[src/common/fpt_pkg.sv]
// Constants for the fast PWM timer channel: register map, fields, modes.
// Assumes an APB slave with 32-bit data and word-aligned registers.
package fpt_pkg;

	// ----------------------------------------------------------------
	// Register byte offsets
	// ----------------------------------------------------------------
	localparam logic [7:0] ADDR_CTRL_A     = 8'h00;
	localparam logic [7:0] ADDR_CTRL_B     = 8'h04;
	localparam logic [7:0] ADDR_IRQ_MASK   = 8'h08;
	localparam logic [7:0] ADDR_CMP_A      = 8'h0C;
	localparam logic [7:0] ADDR_CMP_B      = 8'h10;
	localparam logic [7:0] ADDR_COUNT      = 8'h14;
	localparam logic [7:0] ADDR_IRQ_STATUS = 8'h18;
	localparam logic [7:0] ADDR_IRQ_CLEAR  = 8'h1C;
	localparam logic [7:0] ADDR_PIN_DIR    = 8'h20;

	// ----------------------------------------------------------------
	// Field positions
	// ----------------------------------------------------------------
	localparam int CTRL_A_WGM_LSB  = 0;
	localparam int CTRL_A_COMB_LSB = 4;
	localparam int CTRL_A_COMA_LSB = 6;
	localparam int CTRL_B_CS_LSB   = 0;
	localparam int CTRL_B_WGM2_BIT = 3;
	localparam int IRQ_MATCH_A_BIT = 1;
	localparam int IRQ_MATCH_B_BIT = 2;
	localparam int IRQ_OVF_BIT     = 0;
	localparam int IRQ_WIDTH       = 3;

	// ----------------------------------------------------------------
	// Encodings
	// ----------------------------------------------------------------
	localparam logic [2:0] WGM_NORMAL     = 3'h0;
	localparam logic [2:0] WGM_FAST_PWM8  = 3'h5;
	localparam logic [1:0] COM_DISCONNECT = 2'h0;
	localparam logic [1:0] COM_NONINVERT  = 2'h2;
	localparam logic [1:0] COM_INVERT     = 2'h3;
	localparam logic [15:0] TOP_PWM8      = 16'h00FF;
	localparam logic [15:0] TOP_FULL      = 16'hFFFF;
	localparam logic [31:0] RESET_VALUE   = 32'h0000_0000;

	typedef enum logic [2:0]
	{
		CS_STOP     = 3'h0,
		CS_DIV1     = 3'h1,
		CS_DIV8     = 3'h2,
		CS_DIV64    = 3'h3,
		CS_DIV256   = 3'h4,
		CS_DIV1024  = 3'h5,
		CS_RSVD6    = 3'h6,
		CS_RSVD7    = 3'h7
	} fpt_clk_sel_type;

	localparam logic [9:0] DIV8_MASK    = 10'h007;
	localparam logic [9:0] DIV64_MASK   = 10'h03F;
	localparam logic [9:0] DIV256_MASK  = 10'h0FF;
	localparam logic [9:0] DIV1024_MASK = 10'h3FF;

endpackage : fpt_pkg

[src/core/fpt_timer.sv]
// Fast PWM timer channel unit with APB register access.
// Assumes an APB master on pclk; pin drives a load via port direction.
//
// Overview of operation
// Each instance is one independent 16-bit timer usable as PWM source.
// Waveform mode and output mode together decide counter and pin action.
// Active compare values are compared with the counter every tick.
// Compare matches drive a PWM or toggling waveform onto the pin.
// Two-bit output mode fields per channel; value 2 is non-inverting PWM.
// Waveform mode bits 1:0 in control A, bit 2 in control B.
// Fast PWM 8-bit mode fixes top at 0xFF, 256 ticks per period.
// Three-bit clock select in control B; value 5 divides by 1024.
// PWM frequency is clock over prescale times top plus one.
// Channel A match sets interrupt when its mask bit is enabled.
// Channel A compare value sets the duty cycle on its pin.
// Software must set pin direction to output to see the waveform.
// Counter counts zero to top and wraps; output sets at zero.
// Compare writes go to buffer; active value loads at top.
//
// Register map, byte offsets, one word each, data in the low bits:
// 0x00 control A: [7:6] mode A, [5:4] mode B, [1:0] waveform mode low
// 0x04 control B: [3] waveform mode bit 2, [2:0] clock select
// 0x08 interrupt mask, same layout as status
// 0x0C compare A buffer, 0x10 compare B buffer
// 0x14 counter, read and write
// 0x18 status: [0] overflow, [1] match A, [2] match B; read only
// 0x1C status clear, write one to clear; write only
// 0x20 pin direction: [0] channel A, [1] channel B
//
// Chosen here: the address map and the APB slave port.
`timescale 1ns/100ps
module fpt_timer
#(
	parameter int WIDTH = 16
)
(
	input  wire logic        pclk,
	input  wire logic        presetn,
	input  wire logic        psel,
	input  wire logic        penable,
	input  wire logic        pwrite,
	input  wire logic [7:0]  paddr,
	input  wire logic [31:0] pwdata,
	output logic [31:0]      prdata,
	output logic             pready,
	output logic             pslverr,
	output logic             channel_a_output_pin,
	output logic             channel_a_output_oe_n,
	output logic             channel_b_output_pin,
	output logic             channel_b_output_oe_n,
	output logic             irq
);
	// ----------------------------------------------------------------
	// Registers
	// ----------------------------------------------------------------
	logic [7:0]                    timer_control_a_ff;
	logic [7:0]                    timer_control_b_ff;
	logic [fpt_pkg::IRQ_WIDTH-1:0] timer_irq_mask_ff;
	logic [fpt_pkg::IRQ_WIDTH-1:0] irq_status_ff;
	logic [1:0]                    pwm_pin_direction_ff;
	logic [WIDTH-1:0]              count_ff;
	logic [31:0]                   prdata_ff;
	logic                          pin_a_ff;
	logic                          pin_b_ff;

	logic [WIDTH-1:0]              nxt_count;
	logic [fpt_pkg::IRQ_WIDTH-1:0] nxt_status;
	logic [31:0]                   nxt_rdata;
	logic [7:0]                    nxt_timer_control_a;
	logic [7:0]                    nxt_timer_control_b;
	logic [fpt_pkg::IRQ_WIDTH-1:0] nxt_timer_irq_mask;
	logic [1:0]                    nxt_pwm_pin_direction;
	logic [WIDTH-1:0]              nxt_count_load;

	// ----------------------------------------------------------------
	// Bus decode
	// ----------------------------------------------------------------
	wire access   = psel && penable;
	// Read word is fetched in setup so it stands for the access edge
	wire setup    = psel && !penable;
	wire wr_en    = access && pwrite;
	wire rd_en    = setup && !pwrite;
	wire hit_ca   = (paddr == fpt_pkg::ADDR_CTRL_A);
	wire hit_cb   = (paddr == fpt_pkg::ADDR_CTRL_B);
	wire hit_msk  = (paddr == fpt_pkg::ADDR_IRQ_MASK);
	wire hit_cmpa = (paddr == fpt_pkg::ADDR_CMP_A);
	wire hit_cmpb = (paddr == fpt_pkg::ADDR_CMP_B);
	wire hit_cnt  = (paddr == fpt_pkg::ADDR_COUNT);
	wire hit_st   = (paddr == fpt_pkg::ADDR_IRQ_STATUS);
	wire hit_clr  = (paddr == fpt_pkg::ADDR_IRQ_CLEAR);
	wire hit_dir  = (paddr == fpt_pkg::ADDR_PIN_DIR);
	wire mapped   = hit_ca || hit_cb || hit_msk || hit_cmpa || hit_cmpb ||
		hit_cnt || hit_st || hit_clr || hit_dir;

	// ----------------------------------------------------------------
	// Write strobes, one per writable register
	// ----------------------------------------------------------------
	wire wr_ca    = wr_en && hit_ca;
	wire wr_cb    = wr_en && hit_cb;
	wire wr_msk   = wr_en && hit_msk;
	wire wr_cmpa  = wr_en && hit_cmpa;
	wire wr_cmpb  = wr_en && hit_cmpb;
	wire wr_cnt   = wr_en && hit_cnt;
	wire wr_clr   = wr_en && hit_clr;
	wire wr_dir   = wr_en && hit_dir;

	// ----------------------------------------------------------------
	// Bus response
	// ----------------------------------------------------------------
	assign pready  = 1'b1;
	// Status is read only and clear is write only
	assign pslverr = access && (!mapped || (pwrite && hit_st) ||
		(!pwrite && hit_clr));
	assign prdata  = prdata_ff;

	// ----------------------------------------------------------------
	// Mode fields
	// ----------------------------------------------------------------
	wire [1:0] channel_a_output_mode =
		timer_control_a_ff[fpt_pkg::CTRL_A_COMA_LSB +: 2];
	wire [1:0] channel_b_output_mode =
		timer_control_a_ff[fpt_pkg::CTRL_A_COMB_LSB +: 2];
	wire [2:0] waveform_mode = {
		timer_control_b_ff[fpt_pkg::CTRL_B_WGM2_BIT],
		timer_control_a_ff[fpt_pkg::CTRL_A_WGM_LSB +: 2]};
	wire [2:0] clk_sel = timer_control_b_ff[fpt_pkg::CTRL_B_CS_LSB +: 3];
	wire       pwm_mode = (waveform_mode == fpt_pkg::WGM_FAST_PWM8);

	// ----------------------------------------------------------------
	// Counter
	// ----------------------------------------------------------------
	logic             tick;
	logic [WIDTH-1:0] top;
	logic             at_top;

	// ----------------------------------------------------------------
	// Prescaler: one tick per counter clock
	// ----------------------------------------------------------------
	fpt_prescaler u_prescaler
	(
		.pclk    (pclk),
		.presetn (presetn),
		.sel     (clk_sel),
		.tick    (tick)
	);

	// Other waveform modes run normal up-count over the full range
	assign top    = pwm_mode ? fpt_pkg::TOP_PWM8[WIDTH-1:0] :
		fpt_pkg::TOP_FULL[WIDTH-1:0];
	assign at_top = (count_ff == top);
	// Period = prescale * (top + 1) pclk cycles, which gives the frequency
	assign nxt_count = at_top ? '0 : count_ff + 1'b1; // see R9

	// ----------------------------------------------------------------
	// Channels
	// ----------------------------------------------------------------
	logic [WIDTH-1:0] buf_a;
	logic [WIDTH-1:0] buf_b;
	logic             match_a;
	logic             match_b;
	logic             wave_a;
	logic             wave_b;

	fpt_channel #(.WIDTH(WIDTH)) u_chan_a
	(
		.pclk     (pclk),
		.presetn  (presetn),
		.wr       (wr_cmpa),
		.wdata    (pwdata[WIDTH-1:0]),
		.tick     (tick),
		.at_top   (at_top),
		.pwm_mode (pwm_mode),
		.mode     (channel_a_output_mode),
		.count    (count_ff),
		.buf_val  (buf_a),
		.match    (match_a),
		.wave     (wave_a)
	);

	fpt_channel #(.WIDTH(WIDTH)) u_chan_b
	(
		.pclk     (pclk),
		.presetn  (presetn),
		.wr       (wr_cmpb),
		.wdata    (pwdata[WIDTH-1:0]),
		.tick     (tick),
		.at_top   (at_top),
		.pwm_mode (pwm_mode),
		.mode     (channel_b_output_mode),
		.count    (count_ff),
		.buf_val  (buf_b),
		.match    (match_b),
		.wave     (wave_b)
	);

	// ----------------------------------------------------------------
	// Interrupt status: set wins over a clear in the same cycle
	// ----------------------------------------------------------------
	wire                          ovf_event = tick && at_top;
	wire [fpt_pkg::IRQ_WIDTH-1:0] events = {match_b, match_a,
		ovf_event};
	wire [fpt_pkg::IRQ_WIDTH-1:0] clr_bits = wr_clr ?
		pwdata[fpt_pkg::IRQ_WIDTH-1:0] : '0;

	assign nxt_status = (irq_status_ff & ~clr_bits) | events;

	// ----------------------------------------------------------------
	// Interrupt output: level, high while an enabled bit is set
	// ----------------------------------------------------------------
	assign irq        = |(irq_status_ff & timer_irq_mask_ff);

	// ----------------------------------------------------------------
	// Read words, zero extended to the bus width
	// ----------------------------------------------------------------
	wire [31:0] rd_ctrl_a = 32'(timer_control_a_ff);
	wire [31:0] rd_ctrl_b = 32'(timer_control_b_ff);
	wire [31:0] rd_mask   = 32'(timer_irq_mask_ff);
	wire [31:0] rd_cmp_a  = 32'(buf_a);
	wire [31:0] rd_cmp_b  = 32'(buf_b);
	wire [31:0] rd_count  = 32'(count_ff);
	wire [31:0] rd_status = 32'(irq_status_ff);
	wire [31:0] rd_dir    = 32'(pwm_pin_direction_ff);

	// ----------------------------------------------------------------
	// Read select: fetched in setup, so it stands at the access edge
	// ----------------------------------------------------------------
	// Unmapped addresses and the write-only clear read as zero
	assign nxt_rdata =
		!rd_en   ? fpt_pkg::RESET_VALUE :
		hit_ca   ? rd_ctrl_a :
		hit_cb   ? rd_ctrl_b :
		hit_msk  ? rd_mask :
		hit_cmpa ? rd_cmp_a :
		hit_cmpb ? rd_cmp_b :
		hit_cnt  ? rd_count :
		hit_st   ? rd_status :
		hit_dir  ? rd_dir :
		fpt_pkg::RESET_VALUE;

	// ----------------------------------------------------------------
	// Register updates
	// ----------------------------------------------------------------
	assign nxt_timer_control_a = wr_ca ? pwdata[7:0] :
		timer_control_a_ff; // see R5
	assign nxt_timer_control_b = wr_cb ? pwdata[7:0] :
		timer_control_b_ff; // see R6
	assign nxt_timer_irq_mask = wr_msk ?
		pwdata[fpt_pkg::IRQ_WIDTH-1:0] : timer_irq_mask_ff;
	assign nxt_pwm_pin_direction = wr_dir ? pwdata[1:0] :
		pwm_pin_direction_ff;

	always_ff @(posedge pclk or negedge presetn)
	begin
		if (!presetn)
			timer_control_a_ff <= fpt_pkg::RESET_VALUE[7:0];
		else
			timer_control_a_ff <= nxt_timer_control_a;
	end

	always_ff @(posedge pclk or negedge presetn)
	begin
		if (!presetn)
			timer_control_b_ff <= fpt_pkg::RESET_VALUE[7:0];
		else
			timer_control_b_ff <= nxt_timer_control_b;
	end

	always_ff @(posedge pclk or negedge presetn)
	begin
		if (!presetn)
			timer_irq_mask_ff <= '0;
		else
			timer_irq_mask_ff <= nxt_timer_irq_mask;
	end

	always_ff @(posedge pclk or negedge presetn)
	begin
		if (!presetn)
			pwm_pin_direction_ff <= '0;
		else
			pwm_pin_direction_ff <= nxt_pwm_pin_direction;
	end

	// ----------------------------------------------------------------
	// Counter register: a software write wins over the tick
	// ----------------------------------------------------------------
	assign nxt_count_load = wr_cnt ? pwdata[WIDTH-1:0] :
		(tick ? nxt_count : count_ff); // see R1

	always_ff @(posedge pclk or negedge presetn)
	begin
		if (!presetn)
			count_ff <= '0;
		else
			count_ff <= nxt_count_load;
	end

	// ----------------------------------------------------------------
	// Status and read data registers
	// ----------------------------------------------------------------
	always_ff @(posedge pclk or negedge presetn)
	begin
		if (!presetn)
			irq_status_ff <= '0;
		else
			irq_status_ff <= nxt_status;
	end

	always_ff @(posedge pclk or negedge presetn)
	begin
		if (!presetn)
			prdata_ff <= fpt_pkg::RESET_VALUE;
		else
			prdata_ff <= nxt_rdata;
	end

	// ----------------------------------------------------------------
	// Pins: drive only when direction is output and mode connects it
	// ----------------------------------------------------------------
	always_ff @(posedge pclk or negedge presetn)
	begin
		if (!presetn)
			pin_a_ff <= 1'b0;
		else
			pin_a_ff <= wave_a;
	end

	always_ff @(posedge pclk or negedge presetn)
	begin
		if (!presetn)
			pin_b_ff <= 1'b0;
		else
			pin_b_ff <= wave_b;
	end

	assign channel_a_output_pin  = pin_a_ff;
	assign channel_b_output_pin  = pin_b_ff;

	// ----------------------------------------------------------------
	// Pin enables: low while the pin is driven
	// ----------------------------------------------------------------
	wire drive_a = pwm_pin_direction_ff[0] &&
		(channel_a_output_mode != fpt_pkg::COM_DISCONNECT);
	wire drive_b = pwm_pin_direction_ff[1] &&
		(channel_b_output_mode != fpt_pkg::COM_DISCONNECT);
	assign channel_a_output_oe_n = !drive_a;
	assign channel_b_output_oe_n = !drive_b;
endmodule : fpt_timer

[src/core/fpt_prescaler.sv]
// Prescaler: free-running divider, one-cycle counter tick per period.
// Assumes pclk is the system clock and sel comes from pclk logic.
`timescale 1ns/100ps
module fpt_prescaler
(
	input  wire logic       pclk,
	input  wire logic       presetn,
	input  wire logic [2:0] sel,
	output logic            tick
);
	logic [9:0] div_ff;
	logic [9:0] nxt_div;
	logic [9:0] mask;

	assign nxt_div = div_ff + 10'h001;

	// Tick when the low bits wrap; stop and reserved codes give no tick
	assign mask =
		(sel == fpt_pkg::CS_DIV8)    ? fpt_pkg::DIV8_MASK :
		(sel == fpt_pkg::CS_DIV64)   ? fpt_pkg::DIV64_MASK :
		(sel == fpt_pkg::CS_DIV256)  ? fpt_pkg::DIV256_MASK :
		fpt_pkg::DIV1024_MASK;

	assign tick = (sel == fpt_pkg::CS_DIV1) ? 1'b1 :
		((sel == fpt_pkg::CS_STOP) || (sel == fpt_pkg::CS_RSVD6) ||
		(sel == fpt_pkg::CS_RSVD7)) ? 1'b0 :
		((div_ff & mask) == mask);

	always_ff @(posedge pclk or negedge presetn)
	begin
		if (!presetn)
			div_ff <= 10'h000;
		else
			div_ff <= nxt_div;
	end
endmodule : fpt_prescaler

[src/core/fpt_channel.sv]
// One compare channel: double-buffered compare value and output waveform.
// Assumes tick, count and top come from the shared counter on pclk.
`timescale 1ns/100ps
module fpt_channel
#(
	parameter int WIDTH = 16
)
(
	input  wire logic             pclk,
	input  wire logic             presetn,
	input  wire logic             wr,
	input  wire logic [WIDTH-1:0] wdata,
	input  wire logic             tick,
	input  wire logic             at_top,
	input  wire logic             pwm_mode,
	input  wire logic [1:0]       mode,
	input  wire logic [WIDTH-1:0] count,
	output logic [WIDTH-1:0]      buf_val,
	output logic                  match,
	output logic                  wave
);
	logic [WIDTH-1:0] buf_ff;
	logic [WIDTH-1:0] act_ff;
	logic             wave_ff;
	logic             nxt_wave;

	assign buf_val = buf_ff;
	assign match   = tick && (count == act_ff);
	assign wave    = wave_ff;

	// ----------------------------------------------------------------
	// Waveform: set at bottom, clear at match; inverted form mirrors
	// ----------------------------------------------------------------
	always_comb
	begin
		nxt_wave = wave_ff;
		if (pwm_mode && tick)
		begin
			if (at_top)
				nxt_wave = (mode == fpt_pkg::COM_NONINVERT);
			else if (count == act_ff)
				nxt_wave = (mode == fpt_pkg::COM_INVERT);
		end
		else if (!pwm_mode && match && (mode != fpt_pkg::COM_DISCONNECT))
			nxt_wave = ~wave_ff;
	end

	always_ff @(posedge pclk or negedge presetn)
	begin
		if (!presetn)
		begin
			buf_ff  <= '0;
			act_ff  <= '0;
			wave_ff <= 1'b0;
		end
		else
		begin
			if (wr)
				buf_ff <= wdata;
			// Outside PWM the buffer passes straight through
			if (!pwm_mode || (tick && at_top))
				act_ff <= wr ? wdata : buf_ff;
			wave_ff <= nxt_wave;
		end
	end
endmodule : fpt_channel

[config.mk]
export PLATFORM = sky130hd
export DESIGN_NAME = fpt_timer
export DESIGN_NICKNAME = d
export VERILOG_FILES = /design/src/common/fpt_pkg.sv /design/src/core/fpt_timer.sv /design/src/core/fpt_prescaler.sv /design/src/core/fpt_channel.sv
export SDC_FILE = /design/constraint.sdc
export NUM_CORES = 1
export LEC_CHECK = 0
export ABC_AREA = 1
export BUFFER_PORTS_ARGS = -buffer_cell sky130_fd_sc_hd__buf_2
export CORE_ASPECT_RATIO = 0.9
export CORE_MARGIN = 2
export CORE_UTILIZATION = 55
export CTS_BUF_LIST = sky130_fd_sc_hd__clkbuf_4
export CTS_CLUSTER_DIAMETER = 80
export DETAILED_ROUTE_END_ITERATION = 6
export GPL_TIMING_DRIVEN = 1
export MAX_ROUTING_LAYER = met4
export PLACE_DENSITY = 0.79
export SYNTH_ARGS = -nofsm -noshare
export SYNTH_HDL_FRONTEND = slang
export SYNTH_SLANG_ARGS = --single-unit
[constraint.sdc]
create_clock -name pclk -period 1.76 [get_ports pclk]
set_input_delay 0.352 -clock pclk [delete_from_list [all_inputs] [get_ports pclk]]
set_output_delay 0.352 -clock pclk [all_outputs]
set_load 0.02 [all_outputs]
==> qor.yml <==
synthesis:
  synth_area_leaders: "dfrtp_1 (47%), nand2_1 (15%), o21ai_0 (5.2%)"
  syn_area_per_cell_um2: 7.87
  ys_ff_latch: 134
  yosysSeqAreaShare_pct: 47.2
  syn_inst: 903
  netlist.area_leader.share_pct: 47.2
  ys_warn_count: 0
  synth_cell_types: 42
  netlist.top_cell.by_area: "dfrtp_1"
  syn-cell-area_um2: 7100
run:
  cap_violations: 0
global_route:
  grt_usage_pct: 30.1
  overflow: 0
  grt_pass1_wl_um: 30800
  grt_max_degree: 39
  antenna_found_initial: 1
  grt_pass1_vias: 6353
finish:
  fin_util_pct: 70.2
  fin_cells: 1228
  fin_nets: 1098
  most-common-layout-cells: "nand2_1 (259), dfrtp_1 (132), buf_4 (96), inv_1 (78), o21ai_0 (74)"
  layout_commonest_cell: "nand2_1"
  area_delta_synth_final_pct: 24.8
  drive_gt1_share_pct: 27.0
  final_area_um2: 8870
sta:
  finalCriticalPeriod_ns: 1.90
  rsz0062_at_grt: "true"
  whs_ns: 0.00514
  setup_viol: 46
  fin_ws_ns: -0.142
  fin_tns_setup_ns: -4.51
  fin_skew_ns: 0.0208
  period_share_pct: 108
  fmax_ghz: 0.526
  final_max_slew_viol_count: 0
  hold_viol: 0
critical_path:
  end_kind: "flip-flop"
  crit_type: "flip-flop to flip-flop"
  critPathArrivalTime_ns: 2.42
  critical_path_buf_inv_count: 2
  required_ns: 2.27
  crit_top_cell: "nand2_2"
  path_cells: "ha_2 -> nand2_2 -> inv_2 -> nand2_2 -> nand2_2 -> nor2_2 -> nor2_4 -> nand3_4 -> nand2_8 -> clkbuf_16 -> nand2_2 -> o21ai_2"
  slowest_delay_ns: 0.37
  worst-path-max-fanout: 5
  crit_slowest_cell: "dfrtp_1"
  path_delay_family: "simple AND/OR/NAND/NOR gates"
  cp-start-kind: "flip-flop"
cts:
  insertion_delay_ns: 0.58
  clock-sinks: 134
  cts_tree: "done"
  cts_made_buffers: 17
  cts-htree-levels: 4
  clock_path_buffers: 2
  clock-root-buffer: "clkbuf_4"
  clkTransAtPathRegs_ns: 0.12
routing:
  wire_per_inst_um: 16.4
  wl_um: 20200
  antenna_left: 0
  drc: 0
  via_count: 6760
  first_iter_violations: 870
  firstDrtPassIters: 6
  vias_per_cell: 5.50
worst_hold_path:
  min-delay-path-class: "input port to flip-flop"
die:
  die_area_um2: 13800
  io_pins: 84
  core_area_um2: 12600
  die-height_um: 112
  start_util_pct: 56.2
  die_x_um: 124
  rows: 39
placed_design:
  dp_hpwl_um: 13400
  place.gp.congestion: 0.958
  placed_cells: 1170
  io_buffers: 50
  placed_area_um2: 8030
power:
  p_leak_uw: 0.00453
  ir_worst_vdd_v: 0.000412
  p_per_area_nw_per_um2: 681
status:
  failed_checks: "negative setup slack"
  status: "complete, but fails checks"
## worst register-to-register path, cell delays in order, from the launching register on
cell,delay [ns]
dfrtp_1,0.37
ha_2,0.20
nand2_2,0.08
inv_2,0.09
nand2_2,0.07
nand2_2,0.07
nor2_2,0.05
nor2_4,0.25
nand3_4,0.20
nand2_8,0.18
clkbuf_16,0.17
nand2_2,0.06
o21ai_2,0.07
## where the power goes
| group | total (µW) | switching, µW | leakage, µW | internal [µW] |
|---|---|---|---|---|
| logic | 702 | 436 | 0.00256 | 265 |
| clock network | 2150 | 1180 | 0.000143 | 962 |
| registers | 3190 | 49.7 | 0.00183 | 3140 |
| total | 6030 | 1670 | 0.00453 | 4360 |
## Yosys cell counts, drive strengths merged
cell	instances
o21ai	98
o21bai	3
nor3	14
nand3	58
nor2	77
buf	42
inv	95
a31oi	4
conb	2
o211ai	4
nor3b	1
a21oi	18
nand4	10
o22ai	3
dfrtp	134
nand3b	1
nor4	1
nand2	291
o221ai	7
xnor2	3
a221oi	7
xor2	19
o2bb2ai	1
or2	2
clkbuf	6
ha	2
## layout make-up
type | instances | area, µm²
fillers | 994 | 3770
well taps | 164 | 205
flip-flops and latches | 134 | 3360
clock inverters | 14 | 159
inverters | 95 | 359
diodes | 1 | 2.50
repair buffers | 161 | 1320
multi-input cells | 642 | 3340
clock buffers | 17 | 128
## cells by family after synthesis
kind of cell,share of synthesized area [%]
AND/OR/NAND/NOR,27.7
AO/OA/AOI/OAI,12.3
buffers and inverters,9.65
flip-flops,47.2
XOR/XNOR,2.71
adder cells (fa/ha/maj),0.352
other,0.106
## repair_timing
item | in CTS | in global routing
cloned | 1 | 4
hold buffers | 1 | 0
hold endpoints to repair | 105 | 0
endpoints found under the setup margin | 50 | 52
gates resized for setup | 36 | 54
pin swaps | 12 | 14
setup buffers | 10 | 12
## metrics by stage
step           power, µW  worst slack [ns]
2_1_floorplan       3610            0.0380
4_1_cts             5990           -0.0742
3_3_place_gp        3860            -0.100
6_report            6030            -0.142
5_1_grt             6240            -0.253
3_5_place_dp        3870            -0.138
## path summary, 6_finish.rpt
path                                  startpoint              endpoint  slack (ns)  cells past startpoint
setup reg to reg           u_prescaler.div_ff[0]    u_chan_b.act_ff[2]       -0.14                     12
setup / recovery           u_prescaler.div_ff[0]    u_chan_b.act_ff[2]       -0.14                     12
max in group asynchronous                presetn    u_chan_b.act_ff[1]        0.99                      3
hold / removal                         pwdata[8]           count_ff[8]       0.005                      3
min in group asynchronous                presetn    u_chan_a.act_ff[2]        0.23                      2
hold reg to reg                    u_chan_a.wave  channel_a_output_pin        0.44                      0
## sequential cells by signal, summed over array words and instances (netlist names)
name / cells
timer_control_a_ff: 8
channel_a_output_pin: 1
u_chan_a.wave: 1
prdata: 16
u_chan_b.wave: 1
channel_b_output_pin: 1
count_ff: 16
u_chan_a.buf_val: 16
timer_control_b_ff: 8
pwm_pin_direction_ff: 2
u_chan_b.act_ff: 16
u_chan_a.act_ff: 16
irq_status_ff: 3
u_chan_b.buf_val: 16
timer_irq_mask_ff: 3
u_prescaler.div_ff: 10
## per-layer routing
layer  vias up  wire [µm]  track usage [%]
li1       3169          -                -
met1      3139       8320             39.7
met2       358       9390             46.1
met3        94       1690             6.45
met4         0        786             10.3
met5         -          0                -
(Power assumes the default switching activity.)
